$ cat config.mk
export PLATFORM = sky130hd
export DESIGN_NAME = sac_ctrl
export DESIGN_NICKNAME = d
export VERILOG_FILES = /design/src/core/sac_pkg.sv /design/src/core/sac_clkdiv.sv /design/src/core/sac_ctrl.sv
export SDC_FILE = /design/constraint.sdc
export NUM_CORES = 1
export LEC_CHECK = 0
export ABC_AREA = 1
export BUFFER_PORTS_ARGS = -buffer_cell sky130_fd_sc_hd__buf_2
export CAP_MARGIN = 30
export CORE_MARGIN = 3
export CORE_UTILIZATION = 56
export CTS_CLUSTER_DIAMETER = 50
export CTS_CLUSTER_SIZE = 8
export DETAILED_ROUTE_END_ITERATION = 12
export PLACE_DENSITY_LB_ADDON = 0.3
export REMOVE_ABC_BUFFERS = 1
export SLEW_MARGIN = 20
export SYNTH_ARGS = -nofsm -noshare
export SYNTH_HDL_FRONTEND = slang
export SYNTH_HIERARCHICAL = 1
export SYNTH_SLANG_ARGS = --single-unit
$ cat constraint.sdc
create_clock -name clk -period 5.15 [get_ports clk]
set_input_delay 1.03 -clock clk [delete_from_list [all_inputs] [get_ports clk]]
set_output_delay 1.03 -clock clk [all_outputs]
set_load 0.02 [all_outputs]
$ cat src/core/sac_pkg.sv
/*
   Constants shared by the converter control block: register addresses,
   field positions, reset values, start-source codes and state encoding.
   Assumes an 8-bit special-function-register bus with byte addresses.
*/
`default_nettype none

package sac_pkg;

   // ------------------------------------------------------------
   // Register addresses and reset values
   // ------------------------------------------------------------
   localparam logic [7:0] SAC_CFG_ADDR = 8'hBC;   // converter_config_reg
   localparam logic [7:0] SAC_CTL_ADDR = 8'hE8;   // converter_control_reg
   localparam logic [7:0] SAC_CFG_RST  = 8'hF8;
   localparam logic [7:0] SAC_CTL_RST  = 8'h00;

   // ------------------------------------------------------------
   // Field positions
   // ------------------------------------------------------------
   localparam int SAC_DIV_LSB  = 3;   // sar_clock_divider [7:3]
   localparam int SAC_GAIN_LSB = 0;   // amplifier_gain_select [2:0]
   localparam int SAC_EN_BIT   = 7;
   localparam int SAC_TM_BIT   = 6;
   localparam int SAC_DONE_BIT = 5;
   localparam int SAC_BUSY_BIT = 4;
   localparam int SAC_SRC_LSB  = 2;   // conversion_start_source [3:2]
   localparam int SAC_WIN_BIT  = 1;
   localparam int SAC_LJ_BIT   = 0;

   // ------------------------------------------------------------
   // Start sources and cycle counts
   // ------------------------------------------------------------
   localparam logic [1:0] SAC_SRC_BUSY = 2'h0;   // Write of 1 to busy bit
   localparam logic [1:0] SAC_SRC_T3   = 2'h1;   // Timer 3 overflow
   localparam logic [1:0] SAC_SRC_EXT  = 2'h2;   // External start pin
   localparam logic [1:0] SAC_SRC_T2   = 2'h3;   // Timer 2 overflow
   localparam int SAC_TRACK_SAR_CLKS   = 3;      // Timed tracking length
   localparam int SAC_CONV_SAR_CLKS    = 16;     // Default conversion length

   typedef enum logic [1:0] {SAC_IDLE, SAC_TRACK, SAC_CONV} sac_state_t;

endpackage : sac_pkg

`default_nettype wire

$ cat src/core/sac_clkdiv.sv
/*
   Conversion-clock divider: one-cycle enable pulse every (div+1) system
   clocks while run is high. Assumes div is stable during a conversion.
*/
`timescale 1ns/100ps
`default_nettype none

module sac_clkdiv
   import sac_pkg::*;
(
   input  wire logic       clk,       // System clock
   input  wire logic       sys_rst,   // Synchronous reset, active high
   input  wire logic       run,       // Divider counts while high
   input  wire logic [4:0] div,       // Division value minus one
   output var  logic       sar_tick   // One-cycle conversion-clock enable
);

   logic [4:0] cnt;

   // ------------------------------------------------------------
   // Counter restarts from zero whenever run drops
   // ------------------------------------------------------------
   wire       wrap     = (cnt == div);
   wire [4:0] next_cnt = wrap ? 5'h00 : 5'(cnt + 5'h01);

   // Counter and tick register
   always_ff @(posedge clk) begin
      if (sys_rst || !run) begin
         cnt      <= 5'h00;
         sar_tick <= 1'b0;
      end else begin
         cnt      <= next_cnt;
         sar_tick <= wrap;
      end
   end

endmodule : sac_clkdiv

`default_nettype wire

$ cat src/core/sac_ctrl.sv
/*
   Control and configuration registers of the successive-approximation
   converter, with start selection, tracking control and done flags.
   Assumes a core that writes and reads through the special-function
   register bus; timer and start inputs are one-cycle synchronous pulses.
*/
`timescale 1ns/100ps
`default_nettype none

module sac_ctrl
   import sac_pkg::*;
#(
   parameter int CONV_SAR_CLKS = SAC_CONV_SAR_CLKS   // Conversion length
)(
   input  wire logic       clk,                    // System clock
   input  wire logic       sys_rst,                // Synchronous reset, high
   input  wire logic [7:0] sfr_addr,               // Register address
   input  wire logic       sfr_wr,                 // Write strobe
   input  wire logic [7:0] sfr_wdata,              // Write data
   input  wire logic       timer3_ovf,             // Timer 3 overflow pulse
   input  wire logic       timer2_ovf,             // Timer 2 overflow pulse
   input  wire logic       ext_start,              // External start pulse
   input  wire logic       window_hit,             // Window compare event
   output var  logic [7:0] sfr_rdata,              // Read data, one cycle late
   output logic      [4:0] sar_clock_divider,      // Divider field
   output logic      [2:0] amplifier_gain_select,  // Gain field
   output logic            left_justify_select,    // Result justification
   output var  logic       converter_tracking,     // Input held in tracking
   output var  logic       converter_converting,   // Conversion under way
   output logic            conversion_done_flag,   // Complete flag, interrupt
   output logic            window_compare_flag     // Window flag
);

   // Elaboration check: the step counter is five bits wide
   if (CONV_SAR_CLKS < 2 || CONV_SAR_CLKS > 31) begin : g_bad_conv
      $error("CONV_SAR_CLKS out of range");
   end

   localparam logic [4:0] TRACK_LAST = 5'(SAC_TRACK_SAR_CLKS - 1);
   localparam logic [4:0] CONV_LAST  = 5'(CONV_SAR_CLKS - 1);

   logic [7:0] cfg;
   logic       ctl_en, ctl_tm, done_flag, win_flag, ljust;
   logic [1:0] start_src;
   sac_state_t state, next_state;
   logic [4:0] cnt, next_cnt;
   logic       sar_tick;

   // ------------------------------------------------------------
   // Bus decode
   // ------------------------------------------------------------
   function automatic logic addr_hit(input logic [7:0] a, input logic [7:0] r);
      addr_hit = (a == r);
   endfunction : addr_hit

   wire wr_cfg   = sfr_wr && addr_hit(sfr_addr, SAC_CFG_ADDR);
   wire wr_ctl   = sfr_wr && addr_hit(sfr_addr, SAC_CTL_ADDR);
   wire busy_wr  = wr_ctl && sfr_wdata[SAC_BUSY_BIT];
   wire busy_now = (state != SAC_IDLE);

   // Start event from the selected source; a busy write of 0 does nothing
   wire src_evt = (start_src == SAC_SRC_BUSY) ? busy_wr :
                  (start_src == SAC_SRC_T3)   ? timer3_ovf :
                  (start_src == SAC_SRC_EXT)  ? ext_start : timer2_ovf;
   wire start_req = ctl_en && (state == SAC_IDLE) && src_evt;

   wire conv_end = (state == SAC_CONV) && sar_tick && (cnt == CONV_LAST);

   wire [7:0] ctl_view = {ctl_en, ctl_tm, done_flag, busy_now,
                          start_src, win_flag, ljust};
   wire [7:0] next_rdata = addr_hit(sfr_addr, SAC_CFG_ADDR) ? cfg :
                           addr_hit(sfr_addr, SAC_CTL_ADDR) ? ctl_view : 8'h00;

   // ------------------------------------------------------------
   // Conversion sequencer
   // ------------------------------------------------------------
   // Disabling aborts any conversion; the divider only runs when busy
   always_comb begin
      next_state = state;
      next_cnt   = cnt;
      unique case (state)
         SAC_IDLE: begin
            next_cnt = 5'h00;
            if (start_req) begin
               next_state = ctl_tm ? SAC_TRACK : SAC_CONV;
            end
         end
         SAC_TRACK: begin
            if (sar_tick) begin
               if (cnt == TRACK_LAST) begin
                  next_state = SAC_CONV;
                  next_cnt   = 5'h00;
               end else begin
                  next_cnt = 5'(cnt + 5'h01);
               end
            end
         end
         SAC_CONV: begin
            if (sar_tick) begin
               if (conv_end) begin
                  next_state = SAC_IDLE;
                  next_cnt   = 5'h00;
               end else begin
                  next_cnt = 5'(cnt + 5'h01);
               end
            end
         end
      endcase
      if (!ctl_en) begin
         next_state = SAC_IDLE;
         next_cnt   = 5'h00;
      end
   end

   // Tracking: continuous in mode 0, timed window in mode 1
   wire next_track = ctl_en && (ctl_tm ? (next_state == SAC_TRACK)
                                       : (next_state != SAC_CONV));

   sac_clkdiv u_div (
      .clk      (clk),
      .sys_rst  (sys_rst),
      .run      (busy_now),
      .div      (cfg[SAC_DIV_LSB +: 5]),
      .sar_tick (sar_tick)
   );

   // Sequencer state and status outputs
   always_ff @(posedge clk) begin
      if (sys_rst) begin
         state                <= SAC_IDLE;
         cnt                  <= 5'h00;
         converter_tracking   <= 1'b0;
         converter_converting <= 1'b0;
         sfr_rdata            <= 8'h00;
      end else begin
         state                <= next_state;
         cnt                  <= next_cnt;
         converter_tracking   <= next_track;
         converter_converting <= (next_state == SAC_CONV);
         sfr_rdata            <= next_rdata;
      end
   end

   // ------------------------------------------------------------
   // Registers; hardware set wins over a software clear
   // ------------------------------------------------------------
   always_ff @(posedge clk) begin
      if (sys_rst) begin
         cfg       <= SAC_CFG_RST;
         ctl_en    <= SAC_CTL_RST[SAC_EN_BIT];
         ctl_tm    <= SAC_CTL_RST[SAC_TM_BIT];
         done_flag <= SAC_CTL_RST[SAC_DONE_BIT];
         start_src <= SAC_CTL_RST[SAC_SRC_LSB +: 2];
         win_flag  <= SAC_CTL_RST[SAC_WIN_BIT];
         ljust     <= SAC_CTL_RST[SAC_LJ_BIT];
      end else begin
         if (wr_cfg) begin
            cfg <= sfr_wdata;
         end
         if (wr_ctl) begin
            ctl_en    <= sfr_wdata[SAC_EN_BIT];
            ctl_tm    <= sfr_wdata[SAC_TM_BIT];
            start_src <= sfr_wdata[SAC_SRC_LSB +: 2];
            ljust     <= sfr_wdata[SAC_LJ_BIT];
         end
         if (conv_end) begin
            done_flag <= 1'b1;
         end else if (wr_ctl) begin
            done_flag <= sfr_wdata[SAC_DONE_BIT];
         end
         if (window_hit) begin
            win_flag <= 1'b1;
         end else if (wr_ctl) begin
            win_flag <= sfr_wdata[SAC_WIN_BIT];
         end
      end
   end

   assign sar_clock_divider     = cfg[SAC_DIV_LSB +: 5];
   assign amplifier_gain_select = cfg[SAC_GAIN_LSB +: 3];
   assign left_justify_select   = ljust;
   assign conversion_done_flag  = done_flag;
   assign window_compare_flag   = win_flag;
endmodule : sac_ctrl

`default_nettype wire

; ---- After elaboration in Yosys (flattened, before gate mapping)
; Cells that the tools add are included.
; W data, S select, Z words.
[op_classes]
addsub = 2
mux = 23
reduce_logical = 18
eq_ne = 14
bitwise_logic = 1
[op_table]
columns = operator, count
row1 = $mux W5, 4
row2 = $eq A8 B8 Y1 const B, 2
row3 = $mux W8, 2
row4 = $pmux W5 S3, 1
row5 = $mux W2, 7
row6 = $add A5 B1 Y5 const B, 2
row7 = $logic_and A1 B1 Y1, 8
row8 = $mux W1, 8
row9 = $eq A2 B1 Y1 const B, 3
row10 = $eq A2 B2 Y1 const B, 3
row11 = $pmux W2 S3, 1
row12 = $reduce_bool A2 Y1, 3
row13 = $eq A5 B2 Y1 const B, 1
row14 = $eq A5 B4 Y1 const B, 1
row15 = $eq A5 B5 Y1, 1
row16 = $logic_not A2 Y1, 2
row17 = $ne A2 B1 Y1 const B, 2
row18 = $reduce_or A2 Y1, 2
row19 = $ne A2 B2 Y1 const B, 1
row20 = $reduce_and A2 Y1, 1
row21 = $logic_not A1 Y1, 1
row22 = $logic_or A1 B1 Y1, 1
row23 = $not A1 Y1, 1
[word_totals]
word_cells = 72
output_inout_bits = 21
in_bits = 23
ff_bits = 38

; ---- Logic depth before layout (Yosys ltp)
[logic_depth]
ltp_word = 11
mapped_depth = 14
ltp_nobuf = 14

; ---- Modules after synthesis
; Netlist, hierarchy kept.
[by_module_without_submodules]
columns = module, n_inst, seq_area_each_um2, area_per_inst_um2, cells_per_inst
row1 = sac_ctrl, 1, 640.6, 1497.7, 207
row2 = sac_clkdiv, 1, 120.1, 312.8, 46

; ---- Least setup slack after synthesis
; Ideal clock, no wire load.
[synth_path]
kind = input to register
from = in sfr_addr[4]
to = reg converter_tracking
path_stages = 12
t_arrival_ps = 1823
required_ps = 5038
setup_time_ps = 112
path_buffers = 0
path_slack_ps = 3215
cell_sequence = inv_1 > nand2_1 > nor2_1 > nand4_1 > nand2_1 > nand2_1 > nand2_1 > nand2_1 > nand2_2 > nand2_2 > a21oi_2 > nor2_1
[synth_between]
elab_chain_len = 11
elab_cells_between_ends = 12
classes_between = eq/ne (3) / mux (5) / reduce/logical (4)
[synth_rtl]
columns = element, line
row1 = "start, declared", sac_ctrl.sv:17  ; input wire logic [7:0] sfr_addr,
row2 = $eq A8 B8 Y1 (*), sac_ctrl.sv:53  ; addr_hit = (a == r);
row3 = $logic_and A1 B1 Y1 (*), sac_ctrl.sv:57  ; wire wr_ctl = sfr_wr && addr_hit(sfr_addr, SAC_CTL_ADDR);
row4 = $logic_and A1 B1 Y1 (*), sac_ctrl.sv:58  ; wire busy_wr = wr_ctl && sfr_wdata[SAC_BUSY_BIT];
row5 = $mux W1 (*), sac_ctrl.sv:62  ; wire src_evt = (start_src == SAC_SRC_BUSY) ? busy_wr :
row6 = $logic_and A1 B1 Y1 (*), sac_ctrl.sv:65  ; wire start_req = ctl_en && (state == SAC_IDLE) && src_evt;
row7 = $mux W2 (*), sac_ctrl.sv:84  ; if (start_req) begin
row8 = $pmux W2 S3 (*), sac_ctrl.sv:81  ; unique case (state)
row9 = $mux W2 (*), sac_ctrl.sv:109  ; if (!ctl_en) begin
row10 = $ne A2 B2 Y1 / $eq A2 B1 Y1 (equally long branches), "sac_ctrl.sv:117, sac_ctrl.sv:116"
row11 = $mux W1 (*), sac_ctrl.sv:116  ; wire next_track = ctl_en && (ctl_tm ? (next_state == SAC_TRACK)
row12 = $logic_and A1 B1 Y1 (*), sac_ctrl.sv:116
row13 = "end signal, assigned", sac_ctrl.sv:138  ; converter_tracking <= next_track;
row14 = "end, declared", sac_ctrl.sv:28  ; output var logic converter_tracking,
; Every way passes the cells marked *; elsewhere a longest branch is shown, timed or not.
; A chain may end at the register's enable or synchronous reset.

; ---- Worst setup path after layout
[layout_path]
from = reg cfg[6]
to = out sar_clock_divider[3]
[layout_lines]
columns = element, line
row1 = "start, declared", sac_ctrl.sv:42  ; logic [7:0] cfg;
row2 = "start signal, assigned", sac_ctrl.sv:158  ; cfg <= sfr_wdata;
row3 = "end, declared", sac_ctrl.sv:25  ; output logic [4:0] sar_clock_divider,
; No word-level cell between the ends.

==> impl_metrics.toml <==
[synthesis]
yosysUniqueCellTypes = 26
yosys_warnings = 6
post_synth_mux_area_share = 0
syn_area_per_cell_um2 = 7.156
synth_fa_ha_area_frac = 0.04838
synth_edf_count = 0
synth-xor-area-share = 0.01935
async_flop_share = 0
ys_seq_area_frac = 0.4202
ys.flop_type = "dfxtp_1"
synth_top_family_by_area = "simple AND/OR/NAND/NOR gates"
synth-compound-area-share = 0.1057
synthTopCellsByArea = "dfxtp_1, nand2_1, nor2_1"
ys_ff_latch = 38
synth_cells = 253
synthSimpleGateAreaFrac = 0.3179
synth_top_cell_by_area = "dfxtp_1"
synth_top_area_share = 0.4202
syn_area_um2 = 1810

[global_route]
overflow = 0
grt_pass1_vias = 1593
antenna_found_initial = 0
grt_pass1_wl_um = 6858
grt_max_degree = 19
track_usage = 0.2168

[placed_design]
dp_hpwl_um = 3059
io_buffers = 43
place_area_um2 = 2059
routabilityCongestion = 0.8285

[final_layout]
syn_to_final_growth_pct = 17.07
register_area_um2 = 760.7
final_util = 0.6886
multiInputGateArea_um2 = 889.6
final_layout_size_suffix_gt1_frac = 0.2226
fillers = 286
fin_nets = 330
layout_commonest_cell = "nand2_1"
final_area_um2 = 2120
layout_common_cells = "nand2_1, buf_2, nor2_1"
num_antenna_cells = 0

[drt]
final_antenna_net_count = 0
via_per_inst = 4.939
drt-initial-drc-count = 90
drc_errors = 0
wl_per_cell_um = 11.55
vias = 1704
drt_first_pass_iters = 4
routed_wl_um = 3984

[power]
leakagePower_nw = 0.9910
irDropWorstVdd_v = 0.0001723
pwr_density_cell_nw_per_um2 = 224.8

[die]
fp.dieH_um = 62.86
rows = 20
die-width_um = 62.86
start_util = 0.5882
die-area_um2 = 3951
ios = 44
core_um2 = 3078

[worst_setup_path]
critPathLaunchType = "flip-flop"
worstPathRequired_ns = 4.12
worstReg2RegStart = "cnt[1]"
worst_setup_path_end_kind = "output pin"
path_class = "reg -> out"
slowest_delay_ns = 0.43
critical_path_buf_inv_count = 1
worstPathCellList = "buf_2"
cp.arrival_ns = 0.97
worstRegToRegCells = 12
critPathTopFamily = "flip-flops"
r2r_end = "cnt[4]"
slowest_stage = "dfxtp_1"
rrSetupSlack_ns = 3.30
crit_fanout = 5

[min_path]
min_path_type = "reg -> reg"
holdPathEnd = "sfr_rdata[0]"
hold_depth = 2
min_from = "left_justify_select"

[clock_tree]
cts_made_buffers = 5
cts_setup_buffers = 0
worstSkewPairLatency_ns = 0.34
htreeDepth = 2
postCtsHoldBufs = 0
tritoncts = "built"
clockRootBuffer = "clkbuf_4"
cts_buffer_depth = 2
cts.sinks = 38
post_cts_resized = 0
path_clk_slew_ns = 0.11

[job]
maxCapViolCount = 0

[timing]
slew_viol_final = 0
fin_crit_ns = 2.003
tightestPinTransition_ns = 0.3433
max_freq_mhz = 499.2
fin_skew_ns = 0.01052
setup_tns_ns = 0
final-hold-violation-count = 0
rsz0062_at_grt = "false"
finalCritPeriodShare = 0.3890
finalSetupViolCount = 0
relSlewSlack = 0.7711
hold_ws_ns = 0.4862

[run_status]
status = "finished, final reports clean"
==> cells in the mapped netlist (2+ instances only) <==
| library cell | instances |
|---|---|
| nand2_1 | 60 |
| nor2_1 | 40 |
| dfxtp_1 | 38 |
| inv_1 | 34 |
| nand3_1 | 16 |
| a21oi_1 | 14 |
| ha_1 | 7 |
| o21ai_0 | 7 |
| a211oi_1 | 5 |
| nand2_2 | 4 |
| inv_2 | 3 |
| nand3_2 | 3 |
| nor2_2 | 3 |
| a21oi_2 | 2 |
| a2bb2oi_1 | 2 |
| clkbuf_1 | 2 |
| nand4_1 | 2 |
| xnor2_1 | 2 |
| xor2_1 | 2 |
==> worst register-to-register path, stage by stage, from the launching register on <==
cell and delay, ns:
dfxtp_1 0.42, ha_1 0.20, nand2_1 0.08, nor2_1 0.11
ha_1 0.19, nand2_1 0.06, nand2_1 0.10, nand2_1 0.11
nand3_1 0.12, nor2_1 0.05, inv_1 0.11, a2bb2oi_1 0.16
nor2_1 0.05
==> metal layers <==
metal,part of all wire,vias up,GRT usage
met5,0,-,0
met4,0.014,0,0.08264
met3,0.057,5,0.04496
met2,0.47,49,0.3570
met1,0.46,759,0.2766
li1,-,891,-
==> kinds of logic after synthesis <==
| family | Yosys count |
|---|---|
| AO/OA/AOI/OAI | 32 |
| adder cells (fa/ha/maj) | 7 |
| XOR/XNOR | 4 |
| AND/OR/NAND/NOR | 132 |
| buffers and inverters | 40 |
| flip-flops | 38 |
==> cell type report <==
cell class	count	share of cell area
Timing Repair Buffer	43	0.1015
Clock inverter	1	0.002361
Sequential cell	38	0.3589
Multi-Input combinational cell	175	0.4197
Tap cell	44	0.02597
Clock buffer	7	0.02597
Inverter	37	0.06553
==> sequential cells by signal, indices dropped and copies added, names as in the netlist, 2 cells and up <==
| signal | count |
|---|---|
| sfr_rdata | 8 |
| start_src | 2 |
| cnt | 5 |
| cfg | 8 |
| state | 2 |
| u_div/cnt | 5 |
==> power by group <==
part,switching [mW],internal (mW)
clock network,0.0946,0.0662
logic,0.0119,0.00850
registers,0.000682,0.295
total,0.107,0.369
==> stage by stage <==
stage                     setup slack (ns)  total power [mW]  instances
after detailed placement             2.916            0.3221        337
after global placement               2.957            0.3219        337
after global routing                 3.004            0.4947        345
final                                3.147            0.4765        345
after floorplan                      3.215            0.3083        250
after CTS                            3.125            0.4813        345
==> worst max path at each step <==
stage                      endpoint  cells after the start  slack [ns]   startpoint
2_1_floorplan    converter_tracking                     12        3.21  sfr_addr[4]
3_3_place_gp     converter_tracking                     13        2.96  sfr_addr[0]
3_5_place_dp     converter_tracking                     13        2.92  sfr_addr[0]
4_1_cts        sar_clock_divider[0]                      1        3.12       cfg[3]
5_1_grt                      cnt[4]                     12        3.00       cnt[1]
6_report       sar_clock_divider[3]                      1        3.15       cfg[6]
Note: power is estimated with default switching activity, not from simulation.
